### src/hw/aux_regs_pkg.sv
// Shared constants and types of the radio auxiliary register bank
package aux_regs_pkg;
    // Register indices; the byte address is four times the index
    localparam int ADDR_WIDTH = 12;
    localparam int INDEX_WIDTH = 10;
    localparam logic [9:0] IDX_AUX_POWER_CONTROL = 10'h325;
    localparam logic [9:0] IDX_ADC_RESULT_UPPER = 10'h327;
    localparam logic [9:0] IDX_ADC_RESULT_LOWER = 10'h328;
    localparam logic [9:0] IDX_BATTERY_TRIP_LEVEL = 10'h32D;
    localparam logic [9:0] IDX_CLOCK_OUTPUT_DIVISOR = 10'h32E;
    localparam logic [9:0] IDX_GAIN_LOOP_RATE_DIVISOR = 10'h32F;
    localparam logic [9:0] IDX_EVENT_FLAGS_FIRST = 10'h336;
    localparam logic [9:0] IDX_EVENT_FLAGS_SECOND = 10'h337;
    localparam logic [9:0] IDX_CALIBRATION_ENABLES = 10'h338;
    localparam logic [9:0] IDX_CALIBRATION_PROGRESS = 10'h339;
    localparam logic [9:0] IDX_FILTER_CAL_WORD_RESULT = 10'h345;
    localparam logic [9:0] IDX_FILTER_CAL_WORD_OVERRIDE = 10'h346;
    // Field positions and widths
    localparam int ADC_WIDTH = 8;
    localparam int ADC_LOWER_LSB = 6;
    localparam int TRIP_CODE_WIDTH = 5;
    localparam int CLK_DIV_WIDTH = 4;
    localparam int GAIN_DIV_WIDTH = 8;
    localparam int GAIN_TICK_SHIFT = 4;
    localparam int BATT_ENABLE_BIT = 0;
    localparam int FLAG_WAKE_COUNT = 7;
    localparam int FLAG_WAKE_SIGNAL = 6;
    localparam int FLAG_CIPHER_DONE = 5;
    localparam int FLAG_TX_END = 4;
    localparam int FLAG_ADDRESS_MATCH = 3;
    localparam int FLAG_CHECKSUM_OK = 2;
    localparam int FLAG_SYNC_FOUND = 1;
    localparam int FLAG_PREAMBLE_FOUND = 0;
    localparam int FLAG_BATTERY_LOW = 7;
    localparam int FLAG_CMD_READY = 6;
    localparam int FLAG_WAKE_TIMER = 4;
    localparam int FLAG_HOST_PORT = 1;
    localparam int FLAG_CMD_FINISHED = 0;
    localparam logic [7:0] SECOND_USED_MASK = 8'hD3;
    localparam int CAL_SYNTH_BIT = 1;
    localparam int CAL_FILTER_BIT = 0;
    localparam int PA_RAMP_BIT = 2;
    localparam int CAL_WORD_WIDTH = 6;
    localparam int OVR_ENABLE_BIT = 0;
    localparam int OVR_WORD_LSB = 1;
    // Reset values
    localparam logic [3:0] RST_CLOCK_DIVISOR = 4'h4;
    localparam logic [7:0] RST_GAIN_DIVISOR = 8'h28;
    // Battery trip level: base 1700 mV, 62 mV per step
    localparam logic [11:0] TRIP_BASE_MV = 12'h6A4;
    localparam logic [11:0] TRIP_STEP_MV = 12'h03E;
    // Timing
    localparam int CORE_CLK_HZ = 25_000_000;
    localparam int SYNTH_CAL_TIME_US = 100;
    localparam int FILTER_CAL_TIME_US = 50;
    localparam int SYNTH_CAL_CYCLES = SYNTH_CAL_TIME_US * (CORE_CLK_HZ / 1_000_000);
    localparam int FILTER_CAL_CYCLES = FILTER_CAL_TIME_US * (CORE_CLK_HZ / 1_000_000);
    localparam int CAL_COUNT_WIDTH = 12;
    // Calibration sequencer states
    typedef enum logic [2:0] {
        CAL_IDLE = 3'b001,
        CAL_RUN = 3'b010,
        CAL_DONE = 3'b100
    } cal_state_type;
    // One-cycle event pulses from the radio core
    typedef struct packed {
        logic cipher_done;
        logic tx_end;
        logic address_match;
        logic checksum_ok;
        logic sync_found;
        logic preamble_found;
        logic cmd_ready;
        logic cmd_finished;
        logic wake_timer_expired;
        logic host_port_ready;
    } radio_events_type;
    // Operating conditions that qualify events
    typedef struct packed {
        logic packet_mode;
        logic cipher_loaded;
        logic smart_wake_active;
    } radio_mode_type;
endpackage

### src/hw/radio_aux_status_control_regs.sv
// Auxiliary status and control register bank of the radio, on APB
`timescale 1ns/1ps
`default_nettype none
module radio_aux_status_control_regs #(
    parameter int SYNTH_CAL_CYCLES = aux_regs_pkg::SYNTH_CAL_CYCLES,
    parameter int FILTER_CAL_CYCLES = aux_regs_pkg::FILTER_CAL_CYCLES
) (
    // Clock and reset
    input wire logic core_clk,
    input wire logic reset,
    // APB slave
    input wire logic psel,
    input wire logic penable,
    input wire logic pwrite,
    input wire logic [aux_regs_pkg::ADDR_WIDTH-1:0] paddr,
    input wire logic [31:0] pwdata,
    output logic [31:0] prdata,
    output logic pready,
    output logic pslverr,
    // Converter result
    input wire logic [7:0] adc_sample,
    input wire logic adc_sample_valid,
    // Battery supply measurement in millivolts
    input wire logic [11:0] supply_mv,
    // Wake-up counting and wake-mode signal strength
    input wire logic [15:0] wake_counter,
    input wire logic [15:0] wake_count_limit,
    input wire logic [7:0] wake_mode_signal_level,
    input wire logic [7:0] wake_mode_signal_limit,
    // Radio events and modes
    input wire aux_regs_pkg::radio_events_type radio_events,
    input wire aux_regs_pkg::radio_mode_type radio_mode,
    // Calibration inputs
    input wire logic [5:0] filter_cal_measured_word,
    input wire logic pa_ramp_finished,
    // Controls to the analog side
    output logic battery_monitor_enable,
    output logic [4:0] battery_trip_code,
    output logic shared_clock_output_pin,
    output logic gain_loop_tick,
    output logic synthesizer_cal_enable,
    output logic filter_cal_enable,
    output logic synthesizer_cal_done,
    output logic filter_cal_done,
    output logic [5:0] filter_cal_word
);
    logic [7:0] adc_upper_q;
    logic [7:0] adc_lower_q;
    logic battery_enable_q;
    logic [4:0] trip_code_q;
    logic [3:0] clock_divisor_q;
    logic [7:0] gain_divisor_q;
    logic [7:0] flags_first_q;
    logic [7:0] flags_first_d;
    logic [7:0] flags_second_q;
    logic [7:0] flags_second_d;
    logic synth_enable_q;
    logic filter_enable_q;
    logic [5:0] cal_word_q;
    logic [5:0] override_word_q;
    logic override_enable_q;
    logic wake_match_q;
    logic battery_low;
    logic wake_match;
    aux_regs_pkg::cal_state_type synth_state_q;
    aux_regs_pkg::cal_state_type filter_state_q;
    logic [11:0] synth_count_q;
    logic [11:0] filter_count_q;
    logic [7:0] set_first;
    logic [7:0] set_second;
    logic [9:0] index;
    logic aligned;
    logic mapped;
    logic access;
    logic write_en;
    logic [7:0] wbyte;
    logic [7:0] read_byte;
    logic [11:0] gain_divisor_wide;

    // Trip voltage for a code
    function automatic logic [11:0] trip_mv(input logic [4:0] code);
        trip_mv = aux_regs_pkg::TRIP_BASE_MV + 12'(code) * aux_regs_pkg::TRIP_STEP_MV;
    endfunction

    // Calibration sequencer step
    function automatic aux_regs_pkg::cal_state_type cal_next(
        input aux_regs_pkg::cal_state_type state,
        input logic enable,
        input logic count_done
    );
        cal_next = aux_regs_pkg::CAL_IDLE;
        if (enable) begin
            unique case (state)
                aux_regs_pkg::CAL_IDLE: cal_next = aux_regs_pkg::CAL_RUN;
                aux_regs_pkg::CAL_RUN: begin
                    cal_next = count_done ? aux_regs_pkg::CAL_DONE : aux_regs_pkg::CAL_RUN;
                end
                aux_regs_pkg::CAL_DONE: cal_next = aux_regs_pkg::CAL_DONE;
                default: cal_next = aux_regs_pkg::CAL_IDLE;
            endcase
        end
    endfunction

    // Bus decode
    assign index = paddr[11:2];
    assign aligned = (paddr[1:0] == 2'h0);
    assign access = psel && penable;
    assign wbyte = pwdata[7:0];
    always_comb begin
        mapped = aligned;
        unique case (index)
            aux_regs_pkg::IDX_AUX_POWER_CONTROL,
            aux_regs_pkg::IDX_ADC_RESULT_UPPER,
            aux_regs_pkg::IDX_ADC_RESULT_LOWER,
            aux_regs_pkg::IDX_BATTERY_TRIP_LEVEL,
            aux_regs_pkg::IDX_CLOCK_OUTPUT_DIVISOR,
            aux_regs_pkg::IDX_GAIN_LOOP_RATE_DIVISOR,
            aux_regs_pkg::IDX_EVENT_FLAGS_FIRST,
            aux_regs_pkg::IDX_EVENT_FLAGS_SECOND,
            aux_regs_pkg::IDX_CALIBRATION_ENABLES,
            aux_regs_pkg::IDX_CALIBRATION_PROGRESS,
            aux_regs_pkg::IDX_FILTER_CAL_WORD_RESULT,
            aux_regs_pkg::IDX_FILTER_CAL_WORD_OVERRIDE: mapped = aligned;
            default: mapped = 1'b0;
        endcase
    end
    assign write_en = access && pwrite && mapped;
    assign pready = 1'b1;
    assign pslverr = access && !mapped;

    // Read multiplexer
    always_comb begin
        read_byte = 8'h00;
        unique case (index)
            aux_regs_pkg::IDX_AUX_POWER_CONTROL: read_byte[aux_regs_pkg::BATT_ENABLE_BIT] = battery_enable_q;
            aux_regs_pkg::IDX_ADC_RESULT_UPPER: read_byte = adc_upper_q;
            aux_regs_pkg::IDX_ADC_RESULT_LOWER: read_byte = adc_lower_q;
            aux_regs_pkg::IDX_BATTERY_TRIP_LEVEL: read_byte = {3'h0, trip_code_q};
            aux_regs_pkg::IDX_CLOCK_OUTPUT_DIVISOR: read_byte = {4'h0, clock_divisor_q};
            aux_regs_pkg::IDX_GAIN_LOOP_RATE_DIVISOR: read_byte = gain_divisor_q;
            aux_regs_pkg::IDX_EVENT_FLAGS_FIRST: read_byte = flags_first_q;
            aux_regs_pkg::IDX_EVENT_FLAGS_SECOND: read_byte = flags_second_q;
            aux_regs_pkg::IDX_CALIBRATION_ENABLES: begin
                read_byte[aux_regs_pkg::CAL_SYNTH_BIT] = synth_enable_q;
                read_byte[aux_regs_pkg::CAL_FILTER_BIT] = filter_enable_q;
            end
            aux_regs_pkg::IDX_CALIBRATION_PROGRESS: begin
                read_byte[aux_regs_pkg::PA_RAMP_BIT] = pa_ramp_finished;
                read_byte[aux_regs_pkg::CAL_SYNTH_BIT] = synthesizer_cal_done;
                read_byte[aux_regs_pkg::CAL_FILTER_BIT] = filter_cal_done;
            end
            aux_regs_pkg::IDX_FILTER_CAL_WORD_RESULT: read_byte = {2'h0, cal_word_q};
            aux_regs_pkg::IDX_FILTER_CAL_WORD_OVERRIDE: begin
                read_byte = {1'b0, override_word_q, override_enable_q};
            end
            default: read_byte = 8'h00;
        endcase
    end

    always_ff @(posedge core_clk) begin
        if (reset) begin
            prdata <= 32'h0000_0000;
        end else if (psel && !penable && !pwrite) begin
            prdata <= {24'h00_0000, aligned ? read_byte : 8'h00};
        end
    end

    // Converter result capture, both halves from one sample
    always_ff @(posedge core_clk) begin
        if (reset) begin
            adc_upper_q <= 8'h00;
            adc_lower_q <= 8'h00;
        end else if (adc_sample_valid) begin
            adc_upper_q <= {2'h0, adc_sample[7:2]};
            adc_lower_q <= {adc_sample[1:0], 6'h00};
        end
    end

    // Software controls
    always_ff @(posedge core_clk) begin
        if (reset) begin
            battery_enable_q <= 1'b0;
            trip_code_q <= 5'h00;
            clock_divisor_q <= aux_regs_pkg::RST_CLOCK_DIVISOR;
            gain_divisor_q <= aux_regs_pkg::RST_GAIN_DIVISOR;
            synth_enable_q <= 1'b0;
            filter_enable_q <= 1'b0;
            override_word_q <= 6'h00;
            override_enable_q <= 1'b0;
        end else if (write_en) begin
            unique case (index)
                aux_regs_pkg::IDX_AUX_POWER_CONTROL: begin
                    battery_enable_q <= wbyte[aux_regs_pkg::BATT_ENABLE_BIT];
                end
                aux_regs_pkg::IDX_BATTERY_TRIP_LEVEL: trip_code_q <= wbyte[4:0];
                aux_regs_pkg::IDX_CLOCK_OUTPUT_DIVISOR: clock_divisor_q <= wbyte[3:0];
                aux_regs_pkg::IDX_GAIN_LOOP_RATE_DIVISOR: gain_divisor_q <= wbyte;
                aux_regs_pkg::IDX_CALIBRATION_ENABLES: begin
                    synth_enable_q <= wbyte[aux_regs_pkg::CAL_SYNTH_BIT];
                    filter_enable_q <= wbyte[aux_regs_pkg::CAL_FILTER_BIT];
                end
                aux_regs_pkg::IDX_FILTER_CAL_WORD_OVERRIDE: begin
                    override_word_q <= wbyte[6:1];
                    override_enable_q <= wbyte[aux_regs_pkg::OVR_ENABLE_BIT];
                end
                default: begin
                end
            endcase
        end
    end

    // Event detection
    assign battery_low = battery_enable_q && (supply_mv < trip_mv(trip_code_q));
    assign wake_match = (wake_counter == wake_count_limit);

    always_ff @(posedge core_clk) begin
        if (reset) begin
            wake_match_q <= 1'b0;
        end else begin
            wake_match_q <= wake_match;
        end
    end

    always_comb begin
        set_first = 8'h00;
        set_first[aux_regs_pkg::FLAG_WAKE_COUNT] = wake_match && !wake_match_q;
        set_first[aux_regs_pkg::FLAG_WAKE_SIGNAL] = radio_mode.smart_wake_active
            && (wake_mode_signal_level > wake_mode_signal_limit);
        set_first[aux_regs_pkg::FLAG_CIPHER_DONE] = radio_mode.cipher_loaded
            && radio_events.cipher_done;
        set_first[aux_regs_pkg::FLAG_TX_END] = radio_mode.packet_mode && radio_events.tx_end;
        set_first[aux_regs_pkg::FLAG_ADDRESS_MATCH] = radio_mode.packet_mode
            && radio_events.address_match;
        set_first[aux_regs_pkg::FLAG_CHECKSUM_OK] = radio_mode.packet_mode
            && radio_events.checksum_ok;
        set_first[aux_regs_pkg::FLAG_SYNC_FOUND] = radio_events.sync_found;
        set_first[aux_regs_pkg::FLAG_PREAMBLE_FOUND] = radio_events.preamble_found;
    end

    always_comb begin
        set_second = 8'h00;
        set_second[aux_regs_pkg::FLAG_BATTERY_LOW] = battery_low;
        set_second[aux_regs_pkg::FLAG_CMD_READY] = radio_events.cmd_ready;
        set_second[aux_regs_pkg::FLAG_CMD_FINISHED] = radio_events.cmd_finished;
        set_second[aux_regs_pkg::FLAG_WAKE_TIMER] = radio_events.wake_timer_expired;
        set_second[aux_regs_pkg::FLAG_HOST_PORT] = radio_events.host_port_ready;
    end

    // Sticky flags, write one to clear, a new event wins over the clear
    always_comb begin
        flags_first_d = flags_first_q;
        flags_second_d = flags_second_q;
        if (write_en && index == aux_regs_pkg::IDX_EVENT_FLAGS_FIRST) begin
            flags_first_d = flags_first_q & ~wbyte;
        end
        if (write_en && index == aux_regs_pkg::IDX_EVENT_FLAGS_SECOND) begin
            flags_second_d = flags_second_q & ~wbyte;
        end
        flags_first_d = flags_first_d | set_first;
        flags_second_d = (flags_second_d | set_second) & aux_regs_pkg::SECOND_USED_MASK;
    end

    always_ff @(posedge core_clk) begin
        if (reset) begin
            flags_first_q <= 8'h00;
            flags_second_q <= 8'h00;
        end else begin
            flags_first_q <= flags_first_d;
            flags_second_q <= flags_second_d;
        end
    end

    // Synthesizer calibration sequencer
    always_ff @(posedge core_clk) begin
        if (reset) begin
            synth_state_q <= aux_regs_pkg::CAL_IDLE;
            synth_count_q <= 12'h000;
        end else begin
            synth_state_q <= cal_next(synth_state_q, synth_enable_q,
                synth_count_q == 12'(SYNTH_CAL_CYCLES - 1));
            if (synth_state_q == aux_regs_pkg::CAL_RUN) begin
                synth_count_q <= synth_count_q + 12'h001;
            end else begin
                synth_count_q <= 12'h000;
            end
        end
    end

    // Receive filter calibration sequencer
    always_ff @(posedge core_clk) begin
        if (reset) begin
            filter_state_q <= aux_regs_pkg::CAL_IDLE;
            filter_count_q <= 12'h000;
        end else begin
            filter_state_q <= cal_next(filter_state_q, filter_enable_q,
                filter_count_q == 12'(FILTER_CAL_CYCLES - 1));
            if (filter_state_q == aux_regs_pkg::CAL_RUN) begin
                filter_count_q <= filter_count_q + 12'h001;
            end else begin
                filter_count_q <= 12'h000;
            end
        end
    end

    // Calibration word captured at the end of a filter calibration
    always_ff @(posedge core_clk) begin
        if (reset) begin
            cal_word_q <= 6'h00;
        end else if (filter_state_q == aux_regs_pkg::CAL_RUN
            && filter_count_q == 12'(FILTER_CAL_CYCLES - 1)) begin
            cal_word_q <= filter_cal_measured_word;
        end
    end

    assign synthesizer_cal_done = (synth_state_q == aux_regs_pkg::CAL_DONE);
    assign filter_cal_done = (filter_state_q == aux_regs_pkg::CAL_DONE);
    assign synthesizer_cal_enable = synth_enable_q;
    assign filter_cal_enable = filter_enable_q;
    assign filter_cal_word = override_enable_q ? override_word_q : cal_word_q;
    assign battery_monitor_enable = battery_enable_q;
    assign battery_trip_code = trip_code_q;

    // Clock output and gain loop rate
    assign gain_divisor_wide = {gain_divisor_q, 4'h0};

    rate_divider #(
        .WIDTH(aux_regs_pkg::CLK_DIV_WIDTH)
    ) clock_output_divider (
        .core_clk(core_clk),
        .reset(reset),
        .divisor(clock_divisor_q),
        .level_out(shared_clock_output_pin),
        .tick()
    );

    rate_divider #(
        .WIDTH(aux_regs_pkg::GAIN_DIV_WIDTH + aux_regs_pkg::GAIN_TICK_SHIFT)
    ) gain_rate_divider (
        .core_clk(core_clk),
        .reset(reset),
        .divisor(gain_divisor_wide),
        .level_out(),
        .tick(gain_loop_tick)
    );
endmodule
`default_nettype wire

### src/hw/rate_divider.sv
// Programmable clock divider with level and tick outputs
`timescale 1ns/1ps
`default_nettype none
module rate_divider #(
    parameter int WIDTH = 4
) (
    // Clock and reset
    input wire logic core_clk,
    input wire logic reset,
    // Division ratio, zero stops the outputs
    input wire logic [WIDTH-1:0] divisor,
    // Divided outputs
    output logic level_out,
    output logic tick
);
    logic [WIDTH-1:0] count_q;
    logic [WIDTH-1:0] count_d;
    logic [WIDTH-1:0] half;
    logic running;
    logic wrap;

    assign running = (divisor != '0);
    assign half = divisor - (divisor >> 1);
    assign wrap = (count_q >= divisor - 1'b1);
    assign count_d = (!running || wrap) ? '0 : count_q + 1'b1;

    always_ff @(posedge core_clk) begin
        if (reset) begin
            count_q <= '0;
        end else begin
            count_q <= count_d;
        end
    end

    always_ff @(posedge core_clk) begin
        if (reset) begin
            level_out <= 1'b0;
            tick <= 1'b0;
        end else begin
            level_out <= running && (count_d < half);
            tick <= running && wrap;
        end
    end
endmodule
`default_nettype wire

### config.mk
export PLATFORM = sky130hd
export DESIGN_NAME = radio_aux_status_control_regs
export DESIGN_NICKNAME = d
export VERILOG_FILES = /design/src/hw/aux_regs_pkg.sv /design/src/hw/radio_aux_status_control_regs.sv /design/src/hw/rate_divider.sv
export SDC_FILE = /design/constraint.sdc
export NUM_CORES = 1
export LEC_CHECK = 0
export ABC_AREA = 1
export BUFFER_PORTS_ARGS = -buffer_cell sky130_fd_sc_hd__buf_4
export CORE_ASPECT_RATIO = 1.25
export CORE_MARGIN = 1.5
export CORE_UTILIZATION = 45
export CTS_CLUSTER_DIAMETER = 150
export CTS_CLUSTER_SIZE = 24
export DETAILED_ROUTE_END_ITERATION = 10
export PLACE_DENSITY_LB_ADDON = 0.05
export SKIP_CTS_REPAIR_TIMING = 1
export SLEW_MARGIN = 10
export SYNTH_ARGS = -nofsm -noshare
export SYNTH_HDL_FRONTEND = slang
export SYNTH_HIERARCHICAL = 1
export SYNTH_SLANG_ARGS = --single-unit
### constraint.sdc
create_clock -name core_clk -period 4.4 [get_ports core_clk]
set_input_delay 0.88 -clock core_clk [delete_from_list [all_inputs] [get_ports core_clk]]
set_output_delay 0.88 -clock core_clk [all_outputs]
set_load 0.03 [all_outputs]
==> results.md, run 1 <==
* Status: complete, no violations
* VDD IR-drop max at between 0.00015 and 0.0002 V
* Vias in the first global route at a little under 7000
* I/O Pins at 190
* Total CTS buffers at 9
* I/O Buffers at around 140
* Syn avg cell area at between 7 and 8 um^2
* Final ANT Viol Nets at 0
* ANT cells at 0
* Max Freq at 0.2439 GHz
* Crit-path slowest cell: fa_1
* WP buf/inv at 2
* Longest Clk Path Bufs at 2
* Post-Route WL at 19.73 mm
* Slew Limit Headroom at about two fifths
* Final hold vios at 0
* Clk sink count at 111
* Hold WC Path Type: reg -> reg
* Via Count at 7185
* Area growth syn-to-layout at 19.09%
* Period utilization at 93.20%
* Clock tree root buffer cell: clkbuf_16
* Multi-input gate area at about 0.0048 mm^2
* Synth Cell Area at slightly below 0.008 mm^2
* # H-tree levels at 3
* Die X at 121.8 um
* First-pass GRT wire length at roughly 32 mm
* CP Cell Sequence: fa_1 > inv_1 > fa_2 > fa_1 > inv_1 > ha_1 > nand3_1 > nand3_1 > xor2_1 > a21o_1 > xor2_1 > ha_1 > a21oi_1 > o21ai_0 > a21oi_1 > nor2_1 > nor2_1 > o21ai_0 > a21oi_1
* Total power at roughly 2.3 mW
* Wirelength per Cell at roughly 13 um
* Nature of the critical path startpoint: register
* RSZ-0062 raised after global routing: no
* Vias per Instance at roughly 4.8
* Core ar. at around 0.017 mm^2
* Worst Slack Setup Final at 0.2992 ns
* # fillers at 1785
* Final Setup Violations at 0
* Final core utilization at 54.42%
* # DRC at 0
* Max-slew violations at 0
* NetSw at around 0.63 mW
* 1st-pass router iterations at 4
* Int Power at about 1.6 mW
* Power Density at 240.0 mW/mm^2
* RD Place Congestion at 0.9454
* Die area at about 0.018 mm^2
* Tot GR Track Use at between 20% and 30%
* Initial antenna violation count at 0
* Pre-CTS setup slack at 0.1723 ns
* Post-DP HPWL at 16.00 mm
* Reg power frac at 46.2%
* Max stage delay on crit path at 0.55 ns
* Nets at approximately 1500
* Storage element area at 0.002225 mm^2
* CTS tree: done
* Worst Path Required at about 4.7 ns
* Die Y at 151.5 um
* Tightest Pin Transition at 0.8787 ns
* Comb pwr share at around 16%
* Site Rows at 54
* Clock-pin slew on the worst setup and hold paths at 0.08 ns
* Synth Instances at roughly 1100
* Layout Skew at roughly 0.0094 ns
* Congestion Overflow GR at 0
* Clk_lat worst skew at 0.36 ns
* Leakage power at roughly 4.6 nW
* CP max FO at 4
* Starting DRT DRC Count at slightly below 300
* CP Capture Type: register
* Largest net degree at the start of global routing at 44
* Post-DP Area at roughly 0.0091 mm^2
* Crit path time final at 4.101 ns
* Critical path's top delay family: adder cells
* Share of cells above drive strength 1 at between 10% and 20%
* Clock group share of total power at approximately 37%
* Initial Util at between 40% and 50%
* Yosys warns at 6
* Arr. time, crit path at between 4 and 5 ns
* Switch share at 27.82%
* Fin area at about 0.0095 mm^2
* Setup TNS at 0 ns
* Most used cell, CP: a21oi_1
* Setup CP Type: reg -> reg
* Max-cap violation count at 0
[worst paths after layout]
kind,from,to,slack (ns),cells past startpoint
setup / recovery,battery_trip_code[0],flags_second_q[7],0.30,19
hold / removal,synth_count_q[0],synth_count_q[0],0.45,1
setup reg to reg,battery_trip_code[0],flags_second_q[7],0.30,19
hold reg to reg,synth_count_q[0],synth_count_q[0],0.45,1
[placed cells by master (no fill, tap or decap), types with 2 or more instances in the layout]
cell type,n
nand2_1,221
inv_1,205
buf_4,142
nor2_1,117
dfxtp_1,109
ha_1,83
a21oi_1,74
o21ai_0,43
nand3_1,39
conb_1,32
nor3_1,27
xor2_1,27
nand4_1,13
xnor2_1,12
o22ai_1,12
o21bai_1,12
or2_2,10
clkbuf_16,9
nand3_2,8
fa_1,8
o221ai_1,7
o211ai_1,7
nand2_2,6
nor2_2,6
nor4_1,6
nor3_2,6
inv_2,5
nor2_4,4
inv_6,3
a31oi_1,3
a21o_1,2
a211oi_1,2
o31ai_1,2
dfxtp_2,2
clkinv_4,2
a21oi_2,2
[routing by layer]
layer  wire [um]  up-vias  global-route usage (%)  part of all wire, %
met3         883       38                   5.052                  4.5
met1        8519     3149                   25.31                   43
met5           0        -                       0                    0
met2        9765      166                   39.92                   49
li1            -     3832                       -                    -
met4         566        0                   8.000                  2.9
[flip-flops by register name (all words and copies together) (netlist names), 2 cells and up]
register and flops:
flags_first_q 8, clock_output_divider/count_q 4, prdata 8, clock_divisor_q 4, cal_word_q 6, adc_upper_q 6
filter_count_q 12, gain_rate_divider/count_q 12, override_word_q 6, filter_state_q 3, flags_second_q 5, gain_divisor_q 8
adc_lower_q 2, battery_trip_code 5, synth_count_q 12, synth_state_q 3
[cell type report]
cell class,count,share of cell area [%]
multi-input cells,803,50.66
flip-flops and latches,111,23.54
repair buffers,142,11.28
inverters,211,8.434
well taps,224,2.966
clock buffers,9,2.383
clock inverters,6,0.7414
[power by group through the flow]
| stage | logic, mW | registers, mW | clock network, mW |
|---|---|---|---|
| global placement | 0.370 | 1.07 | 0 |
| floorplan | 0.242 | 1.08 | 0 |
| global route | 0.427 | 1.05 | 0.906 |
| CTS | 0.376 | 1.05 | 0.868 |
| detailed placement | 0.375 | 1.07 | 0 |
| finish | 0.373 | 1.05 | 0.848 |
[metrics by stage]
step / cells / hold slack, ns
6_report: 1506 / 0.4499
5_1_grt: 1506 / 0.4695
4_1_cts: 1505 / 0.4542
3_5_place_dp: 1490 / 0.4374
3_3_place_gp: 1490 / 0.4316
2_1_floorplan: 1163 / 0.4175
No activity file was read; power rests on OpenSTA's default activity.
==> inputs of run 2 (changes only) <==
--- a/config.mk
+++ b/config.mk
@@ -9,7 +9,7 @@
 export BUFFER_PORTS_ARGS = -buffer_cell sky130_fd_sc_hd__buf_4
 export CORE_ASPECT_RATIO = 1.25
 export CORE_MARGIN = 1.5
-export CORE_UTILIZATION = 45
+export CORE_UTILIZATION = 47
 export CTS_CLUSTER_DIAMETER = 150
 export CTS_CLUSTER_SIZE = 24
 export DETAILED_ROUTE_END_ITERATION = 10
==> results.md, run 2 (synthesis results as in run 1) <==
* Clk_lat worst skew at 0.37 ns (about the same)
* Leakage power at 4.625 nW (-0.47%)
* Final Setup Violations at 0 (unchanged)
* Via Count at 7183 (-0.028%)
* 1st-pass router iterations at 4 (unchanged)
* Starting DRT DRC Count at 361 (+24%)
* Total CTS buffers at 9 (unchanged)
* Share of cells above drive strength 1 at 16.47% (-0.14 points)
* Storage element area at 0.002223 mm^2 (about the same)
* Worst Slack Setup Final at 0.3385 ns (+0.03931 ns)
* Nature of the critical path startpoint: register
* Biggest regs: filter_count_q (12), gain_rate_divider/count_q (12), synth_count_q (12)
* # H-tree levels at 3 (unchanged)
* # fillers at 1659 (-7.1%)
* Final hold vios at 0 (unchanged)
* Max stage delay on crit path at 0.57 ns (+0.02 ns)
* Vias in the first global route at 7011 (+2.6%)
* Die area at 0.01768 mm^2 (-4.2%)
* Final ANT Viol Nets at 0 (unchanged)
* Arr. time, crit path at 4.36 ns (-0.03 ns)
* Max Freq at 0.2462 GHz (+0.97%)
* Largest net degree at the start of global routing at 44 (unchanged)
* Post-DP HPWL at 15.78 mm (-1.4%)
* Area growth syn-to-layout at 18.73%
* Clk sink count at 111 (unchanged)
* Most frequent cells in the layout: nand2_1 (221), inv_1 (204), buf_4 (140), nor2_1 (118), dfxtp_1 (110)
* Site Rows at 52 (-3.7%)
* CP max FO at 4 (unchanged)
* CP Capture Type: register
* Clock-pin slew on the worst setup and hold paths at 0.08 ns (about the same)
* Most common cell after layout, fill and taps aside: nand2_1
* Crit path time final at 4.062 ns (-0.03931 ns)
* ANT cells at 0 (unchanged)
* Die X at 119.2 um (-2.1%)
* Slew Limit Headroom at 46.51% (+5.5 points)
* Setup CP Type: reg -> reg
* Longest Clk Path Bufs at 2 (unchanged)
* RSZ-0062 raised after global routing: no
* Layout Skew at 0.006997 ns (-0.002361 ns)
* First-pass GRT wire length at 32.51 mm (+1.5%)
* # DRC at 0 (unchanged)
* Max-cap violation count at 0 (unchanged)
* Period utilization at 92.31% (-0.89 points)
* Status: complete, no violations
* Multi-input gate area at 0.004791 mm^2 (about the same)
* Power Density at 238.2 mW/mm^2 (-0.74%)
* Total power at 2.244 mW (-1.0%)
* CTS tree: done
* Post-Route WL at 19.58 mm (-0.80%)
* Pre-CTS setup slack at 0.1766 ns (+0.004350 ns)
* Critical path's top delay family: adder cells
* Wirelength per Cell at 13.08 um (-0.20%)
* Initial antenna violation count at 0 (unchanged)
* Clock tree root buffer cell: clkbuf_16
* Crit-path slowest cell: fa_1
* Vias per Instance at 4.798 (+0.57%)
* Nets at 1506 (-0.13%)
* Tot GR Track Use at 22.90% (+0.80 points)
* Initial Util at 48.59% (+2.9 points)
* CP Cell Sequence: fa_1 > inv_1 > fa_2 > fa_1 > inv_1 > ha_4 > nand3_1 > nand3_1 > nand2_1 > o21ai_1 > xor2_1 > nand2_1 > xor2_1 > ha_1 > a21o_1 > nor2_1 > o21ai_1 > a21oi_1
* Max-slew violations at 0 (unchanged)
* Tightest Pin Transition at 0.7963 ns (-0.08245 ns)
* Congestion Overflow GR at 0 (unchanged)
* Hold WC Path Type: reg -> reg
* Core ar. at 0.01633 mm^2 (-6.0%)
* I/O Pins at 190 (unchanged)
* Die Y at 148.3 um (-2.1%)
* Setup TNS at 0 ns (unchanged)
* Worst Path Required at 4.70 ns (about the same)
* WP buf/inv at 2 (unchanged)
* RD Place Congestion at 0.9464 (+0.11%)
* VDD IR-drop max at 0.0001455 V (-8.1%)
* I/O Buffers at 139 (unchanged)
run 2: area by class of cell:
| type | instances | share of cell area [%] |
|---|---|---|
| multi-input combinational | 803 | 50.85 |
| sequential | 111 | 23.60 |
| timing repair buffer | 140 | 11.16 |
| inverter | 211 | 8.459 |
| tap | 216 | 2.869 |
| clock buffer | 10 | 2.537 |
| clock inverter | 6 | 0.5312 |
run 2: final timing paths:
| kind | slack (ns) | depth (start not counted) | from | endpoint |
|---|---|---|---|---|
| setup / recovery | 0.34 | 18 | battery_trip_code[0] | flags_second_q[7] |
| setup reg to reg | 0.34 | 18 | battery_trip_code[0] | flags_second_q[7] |
| hold reg to reg | 0.46 | 1 | synth_count_q[0] | synth_count_q[0] |
| hold / removal | 0.46 | 1 | synth_count_q[0] | synth_count_q[0] |
run 2: per-layer routing:
layer	vias to the layer above	GRT usage [%]	wire [um]
li1	3833	-	-
met5	-	0	0
met4	0	9.157	617
met3	35	4.371	921
met1	3165	26.23	8363
met2	150	41.76	9675
run 2: worst register-to-register path, cell delays in order, from the launching register on:
cell and delay, ns:
dfxtp_1 0.36, fa_1 0.57, inv_1 0.06, fa_2 0.45, fa_1 0.49, inv_1 0.06, ha_4 0.28, nand3_1 0.07
nand3_1 0.10, nand2_1 0.09, o21ai_1 0.16, xor2_1 0.22, nand2_1 0.13, xor2_1 0.18, ha_1 0.30, a21o_1 0.16
nor2_1 0.10, o21ai_1 0.06, a21oi_1 0.14
run 2: power breakdown:
group          total (mW)  internal, mW  switching (mW)
logic               0.371         0.159           0.211
clock network       0.826         0.409           0.417
registers            1.05          1.03          0.0155
total                2.24          1.60           0.644
run 2: per-stage QoR:
stage	utilization, %	std cells	hold WS (ns)	instance area, um^2
floorplan	-	1163	0.4175	8048
global placement	55.82	1481	0.4343	9116
detailed placement	55.82	1481	0.4431	9116
CTS	57.59	1497	0.4520	9405
global route	57.69	1497	0.4830	9422
finish	57.69	1497	0.4593	9422
